File: config.mk
export PLATFORM = sky130hd
export DESIGN_NAME = channel_irq_status_parity
export DESIGN_NICKNAME = d
export VERILOG_FILES = /design/src/design/tw_pkg.sv /design/src/design/odd_parity.sv /design/src/design/channel_irq_status_parity.sv
export VERILOG_INCLUDE_DIRS = /design/src /design/src/design
export SDC_FILE = /design/constraint.sdc
export NUM_CORES = 1
export LEC_CHECK = 0
export ABC_AREA = 1
export BUFFER_PORTS_ARGS = -buffer_cell sky130_fd_sc_hd__buf_2
export CAP_MARGIN = 5
export CORE_ASPECT_RATIO = 1.5
export CORE_MARGIN = 2
export CORE_UTILIZATION = 35
export CTS_CLUSTER_SIZE = 28
export DETAILED_ROUTE_END_ITERATION = 10
export GPL_ROUTABILITY_DRIVEN = 1
export PLACE_DENSITY = 0.55
export SKIP_LAST_GASP = 1
export SLEW_MARGIN = 10
export SYNTH_ARGS = -nofsm -noshare
export SYNTH_HDL_FRONTEND = slang
export SYNTH_SLANG_ARGS = --single-unit
File: constraint.sdc
create_clock -name clk -period 4.7 [get_ports clk]
set_clock_uncertainty 0.05 [all_clocks]
set_input_delay 0.47 -clock clk [delete_from_list [all_inputs] [get_ports clk]]
set_output_delay 0.47 -clock clk [all_outputs]
set_load 0.01 [all_outputs]
File: src/design/tw_defines.svh
// Offsets, field positions, codes and reset values of the channel controller
`ifndef TW_DEFINES_SVH
`define TW_DEFINES_SVH

// Register map, byte addresses
`define TW_CTRL_OFS      8'h00
`define TW_STAT_OFS      8'h04

// Control register fields
`define TW_CTRL_CHCLR_BIT  0
`define TW_CTRL_TCHK_BIT   1
`define TW_CTRL_TCHK_RST   1'b1

// Status register fields above the 12-bit status word
`define TW_STAT_CONN_BIT   12
`define TW_STAT_XERR_BIT   13
`define TW_STAT_FLOCK_BIT  14
`define TW_STAT_IRQ_BIT    15
`define TW_STAT_ABEN_BIT   16
`define TW_STAT_MANEN_BIT  17

// Status word bit positions (bit 0 rightmost)
`define TW_ST_READY_BIT    0
`define TW_ST_BUSY_BIT     1
`define TW_ST_UPPER_BIT    2
`define TW_ST_EOL_BIT      5
`define TW_ST_TPERR_BIT    10

// Function codes (octal 0001, 0002, 0004, 0010, 0020)
`define TW_FN_SEL_AB     12'h001
`define TW_FN_REL_AB     12'h002
`define TW_FN_CLR_IRQ    12'h004
`define TW_FN_SEL_MAN    12'h008
`define TW_FN_REL_MAN    12'h010

// Connect code: equipment number in top octal digit, rest zero
`define TW_CONN_EQ_HI    11
`define TW_CONN_EQ_LO    9
`define TW_CONN_REST     9'h000

// AXI responses
`define TW_RESP_OKAY     2'b00
`define TW_RESP_SLVERR   2'b10

`endif

File: src/design/tw_pkg.sv
// Types shared by the channel controller files
package tw_pkg;

   // Everything arriving from outside the clock domain
   typedef struct packed {
      logic [11:0] data;
      logic        par;
      logic        conn;
      logic        func;
      logic        wr;
      logic        chClr;
      logic        mClr;
      logic [2:0]  eqSw;
      logic        ready;
      logic        upper;
      logic        eol;
      logic        busy;
      logic        mismatch;
      logic        carrRet;
      logic        manSw;
   } pins_s;

   // Answers toward the data channel
   typedef struct packed {
      logic        reply;
      logic        reject;
      logic        parErr;
      logic [11:0] status;
      logic        statusPar;
      logic        statusValid;
      logic [7:0]  irqLines;
   } chan_out_s;

   // Characters passed on to the print mechanism
   typedef struct packed {
      logic [11:0] data;
      logic        valid;
   } char_out_s;

endpackage : tw_pkg

File: src/design/odd_parity.sv
// Odd parity generator and checker for a 12-bit channel word
`timescale 1ns/1ps
`default_nettype none

module odd_parity (
   input  wire logic [11:0] data,
   input  wire logic        parIn,
   output logic             parOut,
   output logic             parBad
);

   // Parity line is 1 when the data holds an even count of ones
   assign parOut = ~(^data);
   // Even total over data plus parity line means a lost or picked-up bit
   assign parBad = ~(^{data, parIn});

endmodule // odd_parity

`default_nettype wire

File: src/design/channel_irq_status_parity.sv
// Channel controller: interrupts, status word, transmission and type parity
`timescale 1ns/1ps
`default_nettype none
`include "tw_defines.svh"

module channel_irq_status_parity (
   input  wire logic              clk,
   input  wire logic              sys_rst,
   input  wire tw_pkg::pins_s     pinsIn,
   output var  tw_pkg::chan_out_s chanOut,
   output var  tw_pkg::char_out_s charOut,
   output logic                   connectInd,
   output logic                   xmsnParityInd,
   input  wire logic [7:0]        s_axi_awaddr,
   input  wire logic              s_axi_awvalid,
   output logic                   s_axi_awready,
   input  wire logic [31:0]       s_axi_wdata,
   input  wire logic [3:0]        s_axi_wstrb,
   input  wire logic              s_axi_wvalid,
   output logic                   s_axi_wready,
   output logic [1:0]             s_axi_bresp,
   output logic                   s_axi_bvalid,
   input  wire logic              s_axi_bready,
   input  wire logic [7:0]        s_axi_araddr,
   input  wire logic              s_axi_arvalid,
   output logic                   s_axi_arready,
   output logic [31:0]            s_axi_rdata,
   output logic [1:0]             s_axi_rresp,
   output logic                   s_axi_rvalid,
   input  wire logic              s_axi_rready
);

   typedef struct packed {
      tw_pkg::pins_s     syncA;
      tw_pkg::pins_s     syncB;
      tw_pkg::pins_s     prev;
      logic              connected;
      logic              xmsnErr;
      logic              funcLock;
      logic              abEn;
      logic              manEn;
      logic              irq;
      logic              typeErr;
      logic              typeChk;
      tw_pkg::chan_out_s chOut;
      tw_pkg::char_out_s chr;
      logic              awHave;
      logic              wHave;
      logic [7:0]        awAddr;
      logic [31:0]       wData;
      logic [3:0]        wStrb;
      logic              awready;
      logic              wready;
      logic              bvalid;
      logic [1:0]        bresp;
      logic              arready;
      logic              rvalid;
      logic [31:0]       rdata;
      logic [1:0]        rresp;
   } state_s;

   state_s s_reg;
   state_s s_next;

   logic        rxParBad;
   logic        stParOut;
   logic        unusedParBad;
   logic [11:0] statWord;

   // check incoming word against the parity line
   odd_parity rxCheck (
      .data   (s_reg.syncB.data),
      .parIn  (s_reg.syncB.par),
      .parOut (),
      .parBad (rxParBad)
   );

   // parity line for the status word sent back
   odd_parity stGen (
      .data   (statWord),
      .parIn  (1'b0),
      .parOut (stParOut),
      .parBad (unusedParBad)
   );

   // status word, sum of individual codes
   // bit positions counted from the right
   always_comb begin
      statWord = 12'h000;
      statWord[`TW_ST_READY_BIT] = s_reg.syncB.ready;
      statWord[`TW_ST_BUSY_BIT]  = s_reg.syncB.busy;
      statWord[`TW_ST_UPPER_BIT] = s_reg.syncB.upper;
      statWord[`TW_ST_EOL_BIT]   = s_reg.syncB.eol;
      statWord[`TW_ST_TPERR_BIT] = s_reg.typeErr;
   end

   always_comb begin
      logic        conE;
      logic        funE;
      logic        wrE;
      logic        mClr;
      logic        chClr;
      logic        eolE;
      logic        misE;
      logic        crE;
      logic        manE;
      logic        eqMatch;
      logic        irqSet;
      logic        irqClr;
      logic [31:0] rd;
      conE    = 1'b0;
      funE    = 1'b0;
      wrE     = 1'b0;
      mClr    = 1'b0;
      chClr   = 1'b0;
      eolE    = 1'b0;
      misE    = 1'b0;
      crE     = 1'b0;
      manE    = 1'b0;
      eqMatch = 1'b0;
      irqSet  = 1'b0;
      irqClr  = 1'b0;
      rd      = 32'h0000_0000;
      s_next  = s_reg;

      // Two-stage capture of everything from the pins
      s_next.syncA = pinsIn;
      s_next.syncB = s_reg.syncA;
      s_next.prev  = s_reg.syncB;

      // Edges from the second stage and its delayed copy only
      conE  = s_reg.syncB.conn & ~s_reg.prev.conn;
      funE  = s_reg.syncB.func & ~s_reg.prev.func;
      wrE   = s_reg.syncB.wr & ~s_reg.prev.wr;
      eolE  = s_reg.syncB.eol & ~s_reg.prev.eol;
      misE  = s_reg.syncB.mismatch & ~s_reg.prev.mismatch & s_reg.typeChk;
      crE   = s_reg.syncB.carrRet & ~s_reg.prev.carrRet;
      manE  = s_reg.syncB.manSw & ~s_reg.prev.manSw;
      mClr  = s_reg.syncB.mClr;
      chClr = s_reg.syncB.chClr;

      // One-cycle answers by default
      s_next.chOut.reply       = 1'b0;
      s_next.chOut.reject      = 1'b0;
      s_next.chOut.parErr      = 1'b0;
      s_next.chOut.statusValid = 1'b0;
      s_next.chr.valid         = 1'b0;
      s_next.chOut.status      = statWord;
      s_next.chOut.statusPar   = stParOut;

      // AXI4-Lite write side: address and data in either order
      if (s_reg.awready && s_axi_awvalid) begin
         s_next.awHave = 1'b1;
         s_next.awAddr = s_axi_awaddr;
      end
      if (s_reg.wready && s_axi_wvalid) begin
         s_next.wHave = 1'b1;
         s_next.wData = s_axi_wdata;
         s_next.wStrb = s_axi_wstrb;
      end
      if (s_reg.bvalid && s_axi_bready) begin
         s_next.bvalid = 1'b0;
      end
      if (s_reg.awHave && s_reg.wHave && !s_reg.bvalid) begin
         s_next.awHave = 1'b0;
         s_next.wHave  = 1'b0;
         s_next.bvalid = 1'b1;
         s_next.bresp  = `TW_RESP_OKAY;
         if (s_reg.awAddr == `TW_CTRL_OFS) begin
            if (s_reg.wStrb[0]) begin
               chClr = chClr | s_reg.wData[`TW_CTRL_CHCLR_BIT];
               s_next.typeChk = s_reg.wData[`TW_CTRL_TCHK_BIT];
            end
         end else if (s_reg.awAddr == `TW_STAT_OFS) begin
            // Read-only, write ignored
            s_next.bresp = `TW_RESP_OKAY;
         end else begin
            s_next.bresp = `TW_RESP_SLVERR;
         end
      end
      s_next.awready = ~s_next.awHave & ~s_next.bvalid;
      s_next.wready  = ~s_next.wHave & ~s_next.bvalid;

      // AXI4-Lite read side
      if (s_reg.rvalid && s_axi_rready) begin
         s_next.rvalid = 1'b0;
      end
      if (s_reg.arready && s_axi_arvalid) begin
         s_next.rvalid = 1'b1;
         s_next.rresp  = `TW_RESP_OKAY;
         if (s_axi_araddr == `TW_CTRL_OFS) begin
            rd[`TW_CTRL_TCHK_BIT] = s_reg.typeChk;
         end else if (s_axi_araddr == `TW_STAT_OFS) begin
            rd[11:0]                = statWord;
            rd[`TW_STAT_CONN_BIT]   = s_reg.connected;
            rd[`TW_STAT_XERR_BIT]   = s_reg.xmsnErr;
            rd[`TW_STAT_FLOCK_BIT]  = s_reg.funcLock;
            rd[`TW_STAT_IRQ_BIT]    = s_reg.irq;
            rd[`TW_STAT_ABEN_BIT]   = s_reg.abEn;
            rd[`TW_STAT_MANEN_BIT]  = s_reg.manEn;
         end else begin
            s_next.rresp = `TW_RESP_SLVERR;
         end
         s_next.rdata = rd;
      end
      s_next.arready = ~s_next.rvalid;

      // Connect code handling
      // top octal digit must equal the switch, remainder zero
      eqMatch = (s_reg.syncB.data[`TW_CONN_EQ_HI:`TW_CONN_EQ_LO] == s_reg.syncB.eqSw) &&
                (s_reg.syncB.data[`TW_CONN_EQ_LO-1:0] == `TW_CONN_REST);
      if (conE) begin
         if (rxParBad) begin
            // no connect, no reply, drop any connection, flag error
            s_next.connected = 1'b0;
            s_next.xmsnErr   = 1'b1;
         end else if (s_reg.xmsnErr) begin
            // refused while error stands; status still shown if the code matches
            // status presented on a refused connect attempt only when the code matches the switch
            s_next.connected         = 1'b0;
            s_next.chOut.statusValid = eqMatch;
         end else if (eqMatch) begin
            s_next.connected         = 1'b1;
            s_next.funcLock          = 1'b0;
            s_next.chOut.reply       = 1'b1;
            s_next.chOut.statusValid = 1'b1;
         end else begin
            s_next.connected = 1'b0;
         end
      end

      // Function code handling, only when connected
      if (funE && s_reg.connected) begin
         if (rxParBad) begin
            // skip, no reply or reject, parity error back, flag it
            s_next.chOut.parErr = 1'b1;
            s_next.xmsnErr      = 1'b1;
            s_next.funcLock     = 1'b1;
         end else if (!s_reg.funcLock) begin
            s_next.chOut.reply = 1'b1;
            // abnormal-end and manual select and release, and clear interrupt
            if (s_reg.syncB.data == `TW_FN_SEL_AB) begin
               s_next.abEn = 1'b1;
               irqClr      = 1'b1;
            end else if (s_reg.syncB.data == `TW_FN_REL_AB) begin
               s_next.abEn = 1'b0;
            end else if (s_reg.syncB.data == `TW_FN_CLR_IRQ) begin
               irqClr = 1'b1;
            end else if (s_reg.syncB.data == `TW_FN_SEL_MAN) begin
               s_next.manEn = 1'b1;
               irqClr       = 1'b1;
            end else if (s_reg.syncB.data == `TW_FN_REL_MAN) begin
               s_next.manEn = 1'b0;
            end else begin
               s_next.chOut.reply  = 1'b0;
               s_next.chOut.reject = 1'b1;
            end
         end
      end

      // Write data, only when connected: character passed on, even when faulty
      if (wrE && s_reg.connected) begin
         // reply plus parity error, flag, still type
         s_next.chr.data    = s_reg.syncB.data;
         s_next.chr.valid   = 1'b1;
         s_next.chOut.reply = 1'b1;
         if (rxParBad) begin
            s_next.chOut.parErr = 1'b1;
            s_next.xmsnErr      = 1'b1;
         end
      end

      // error flag cleared only by channel or master clear
      if ((chClr || mClr) && !(s_next.xmsnErr && !s_reg.xmsnErr)) begin
         s_next.xmsnErr = 1'b0;
      end

      // type parity status, set wins over carrier return
      if (misE) begin
         s_next.typeErr = 1'b1;
      end else if (crE) begin
         s_next.typeErr = 1'b0;
      end

      // selected group with an event raises the interrupt
      // end of line counts as abnormal end
      // manual switch works connected or not
      irqSet = (s_reg.abEn & (eolE | misE)) | (s_reg.manEn & manE);
      // holds until reselect, clear code or master clear; a new event wins over the codes
      if (irqSet) begin
         s_next.irq = 1'b1;
      end else if (irqClr) begin
         s_next.irq = 1'b0;
      end

      // Master clear acts like reset on control state
      if (mClr) begin
         s_next.connected = 1'b0;
         s_next.funcLock  = 1'b0;
         s_next.abEn      = 1'b0;
         s_next.manEn     = 1'b0;
         s_next.irq       = 1'b0;
         s_next.typeErr   = 1'b0;
      end

      // always driven on the attached channel
      // line selected by the equipment number
      s_next.chOut.irqLines = 8'h00;
      s_next.chOut.irqLines[s_reg.syncB.eqSw] = s_next.irq;
   end

   always_ff @(posedge clk or posedge sys_rst) begin
      if (sys_rst) begin
         s_reg         <= '0;
         s_reg.typeChk <= `TW_CTRL_TCHK_RST;
      end else begin
         s_reg <= s_next;
      end
   end

   assign chanOut       = s_reg.chOut;
   assign charOut       = s_reg.chr;
   assign connectInd    = s_reg.connected;
   assign xmsnParityInd = s_reg.xmsnErr;
   assign s_axi_awready = s_reg.awready;
   assign s_axi_wready  = s_reg.wready;
   assign s_axi_bvalid  = s_reg.bvalid;
   assign s_axi_bresp   = s_reg.bresp;
   assign s_axi_arready = s_reg.arready;
   assign s_axi_rvalid  = s_reg.rvalid;
   assign s_axi_rdata   = s_reg.rdata;
   assign s_axi_rresp   = s_reg.rresp;

endmodule // channel_irq_status_parity

`default_nettype wire

==> summary.txt <==
Place
  – Placement Setup Slack: 2.83 ns
  – Post-DP HPWL: 7.15 mm
  – Dpl cells: 788
  – IO buf count: 104
  – GPL Wtd Cong: 0.844

Timing
  – RSZ-0062 raised after global routing: false
  – Final WS setup: 2.94 ns
  – Max Slew Vio Count: 0
  – Final period util: 37.4%
  – Hold WS: 0.122 ns
  – # setup viols final: 0
  – Final Hold Viols: 0
  – Max frequency: 569 MHz
  – Worst-margin pin slew: 0.741 ns
  – Final min period: 1.76 ns
  – Max-slew headroom: 50.6%
  – Sum of negative setup slack: 0 ns

Min path
  – Min-Delay Path Depth: 1
  – Hold Startpoint: pinsIn[25]
  – Hold Crit Class: input port to register

Cells and area
  – Finished Layout Cells: 820
  – Layout Area Growth over Synthesis: 16.8%
  – Layout cells sized above 1: 28.8%
  – Diodes inserted: 0
  – Fin nets: 695
  – Commonest non-fill, non-tap cell in the layout: dfrtp_1
  – Most frequent cells in the layout: dfrtp_1, nand2_1, buf_2
  – Max reg flops: 57

Route
  – Via count: 3423
  – Wire length per cell: 12.0 um
  – Initial DRC Count: 180
  – Vias per inst: 4.17
  – ANT nets after route: 0
  – DRC Markers: 0
  – Pre-antenna DRT Iters: 4
  – DRT Wirelength: 9.81 mm

Power
  – Max IR drop VDD: 0.208 mV
  – Sw power: 0.751 mW
  – Comb power frac: 10.3%
  – Int Power: 2.16 mW
  – Total chip power: 2.91 mW
  – Clock power frac: 44.7%
  – P_leak: 3.29 nW
  – Flop pwr share: 45.1%
  – Pwr Density: 462 nW/um2
  – Switching Share: 25.8%

Global routing
  – First-pass GRT wire length: 16.2 mm
  – Largest net degree at the start of global routing: 86
  – GRT Residual Overflow: 0
  – Number of global-route vias before repair: 3400
  – Total track usage: 12.7%
  – Initial antenna violation count: 0

Worst setup path
  – Worst reg2reg startpoint: connectInd$_DFFE_PP0P_
  – Worst EP required: 4.99 ns
  – CP Capture Type: register
  – WS Path Type: register to register
  – Worst Path Arrival: 2.04 ns
  – Worst reg2reg path depth: 6
  – Worst Path Max Fanout: 24
  – CP Launch Point: connectInd$_DFFE_PP0P_
  – Startpoint Class: register

Synthesis
  – Post-synthesis sequential area ratio: 61.2%
  – Syn Std Cell Area: 5400 um2
  – Syn Area/Cell: 10.1 um2
  – Flip-flop and latch count after synthesis: 132
  – Yosys Warn Count: 0
  – Synth cell types: 34
  – Mapped Cells: 533

Clock tree
  – Total CTS buffers: 17
  – Clock root cell: clkbuf_16
  – Post-CTS setup buffer count: 0
  – Worst skew pair latency: 0.40 ns
  – CTS tree: built
  – H-tree depth: 4
  – Resized cells post-CTS: 0
  – Clock-pin transition on the worst setup and hold timing paths: 0.06 ns
  – Hold_buf cts: 0
  – CTS max path bufs: 2
  – CTS Sinks: 132

Floorplan
  – Top-Level Pins: 168
  – Die Span Y: 156 um
  – Initial Util: 35.8%
  – Die area: 16400 um2
  – Core ar.: 15100 um2
  – Die Wd: 105 um
  – Row count: 55

Run
  – Max-cap violations: 0

Status
  – Status: complete, no violations
-- metrics by stage --
stage / area [um2] / utilization, %
after detailed placement: 5710 / 37.9
after global routing: 6300 / 41.8
final: 6300 / 41.8
after global placement: 5710 / 37.9
after CTS: 6300 / 41.8
after floorplan: 5500 / -
-- kinds of logic (layout without fill, tap and decap cells) --
family	count (synthesis)	in the layout	share of synthesized area (%)
xor gates and xnor gates	6	6	0.974
other	1	30	0.0695
buffers and inverters	129	188	14.3
AOI/OAI and AO/OA	40	40	4.01
and+or+nand+nor	225	225	19.4
DFF	132	132	61.2
-- power by group through the flow --
stage / Combinational (mW) / Clock [mW] / Sequential (mW)
floorplan: 0.238 / 0 / 1.32
finish: 0.299 / 1.30 / 1.31
CTS: 0.307 / 1.34 / 1.31
global route: 0.344 / 1.40 / 1.33
detailed placement: 0.306 / 0 / 1.33
global placement: 0.296 / 0 / 1.33
-- worst paths after layout --
kind,end,slack (ns)
worst max-delay path,xmsnParityInd$_DFF_PP0_,2.94
worst min-delay path,s_next[186]$_DFF_PP0_,0.12
worst max register to register,xmsnParityInd$_DFF_PP0_,2.94
worst min register to register,s_next[142]$_DFF_PP0_,0.29
max in group asynchronous,s_reg[46]$_DFFE_PP0P_,3.32
min in group asynchronous,s_next[175]$_DFF_PP0_,0.14
-- layer usage --
layer  up-vias  wire length (um)  share of wire, %  global-route usage, %
met3         9               441               4.5                   3.13
met4         0               176               1.8                   6.29
met1      1612              4020                41                   14.5
met5         -                 0                 0                      0
li1       1715                 -                 -                      -
met2        87              5170                53                   21.9
-- final cells by class --
| cell class | instances | area, um2 |
|---|---|---|
| clock buffers | 19 | 443 |
| clock inverters | 13 | 149 |
| fillers | 1478 | 8770 |
| inverters | 51 | 196 |
| multi-input cells | 301 | 1430 |
| flip-flops and latches | 132 | 3300 |
| well taps | 199 | 249 |
| repair buffers | 105 | 528 |
-- cell usage after synthesis (all sizes together) --
cell | number | share of area (%)
nor2 | 47 | 4.1
nand4 | 5 | 0.58
nor4 | 3 | 0.35
dfrtp | 131 | 61
conb | 1 | 0.070
o41ai | 1 | 0.16
clkbuf | 3 | 0.21
xnor2 | 4 | 0.65
nand2 | 134 | 10
or2 | 1 | 0.12
nand3b | 2 | 0.28
buf | 75 | 11
a221oi | 1 | 0.16
nor3 | 6 | 0.65
xor2 | 2 | 0.32
nand3 | 27 | 2.9
o21ai | 30 | 2.8
a21oi | 6 | 0.63
clkinv | 3 | 0.21
inv | 48 | 3.3
dfstp | 1 | 0.49
a22oi | 1 | 0.14
o31ai | 1 | 0.14
-- worst max-delay path, cell delays in order (launching register included) --
cell and delay, ns:
dfrtp_1 0.45, nand2_1 0.07, nor2_1 0.30, inv_1 0.41, nand3_1 0.20, nand3_1 0.12, nand2_1 0.09
Note: power is estimated with default switching activity, not from simulation.
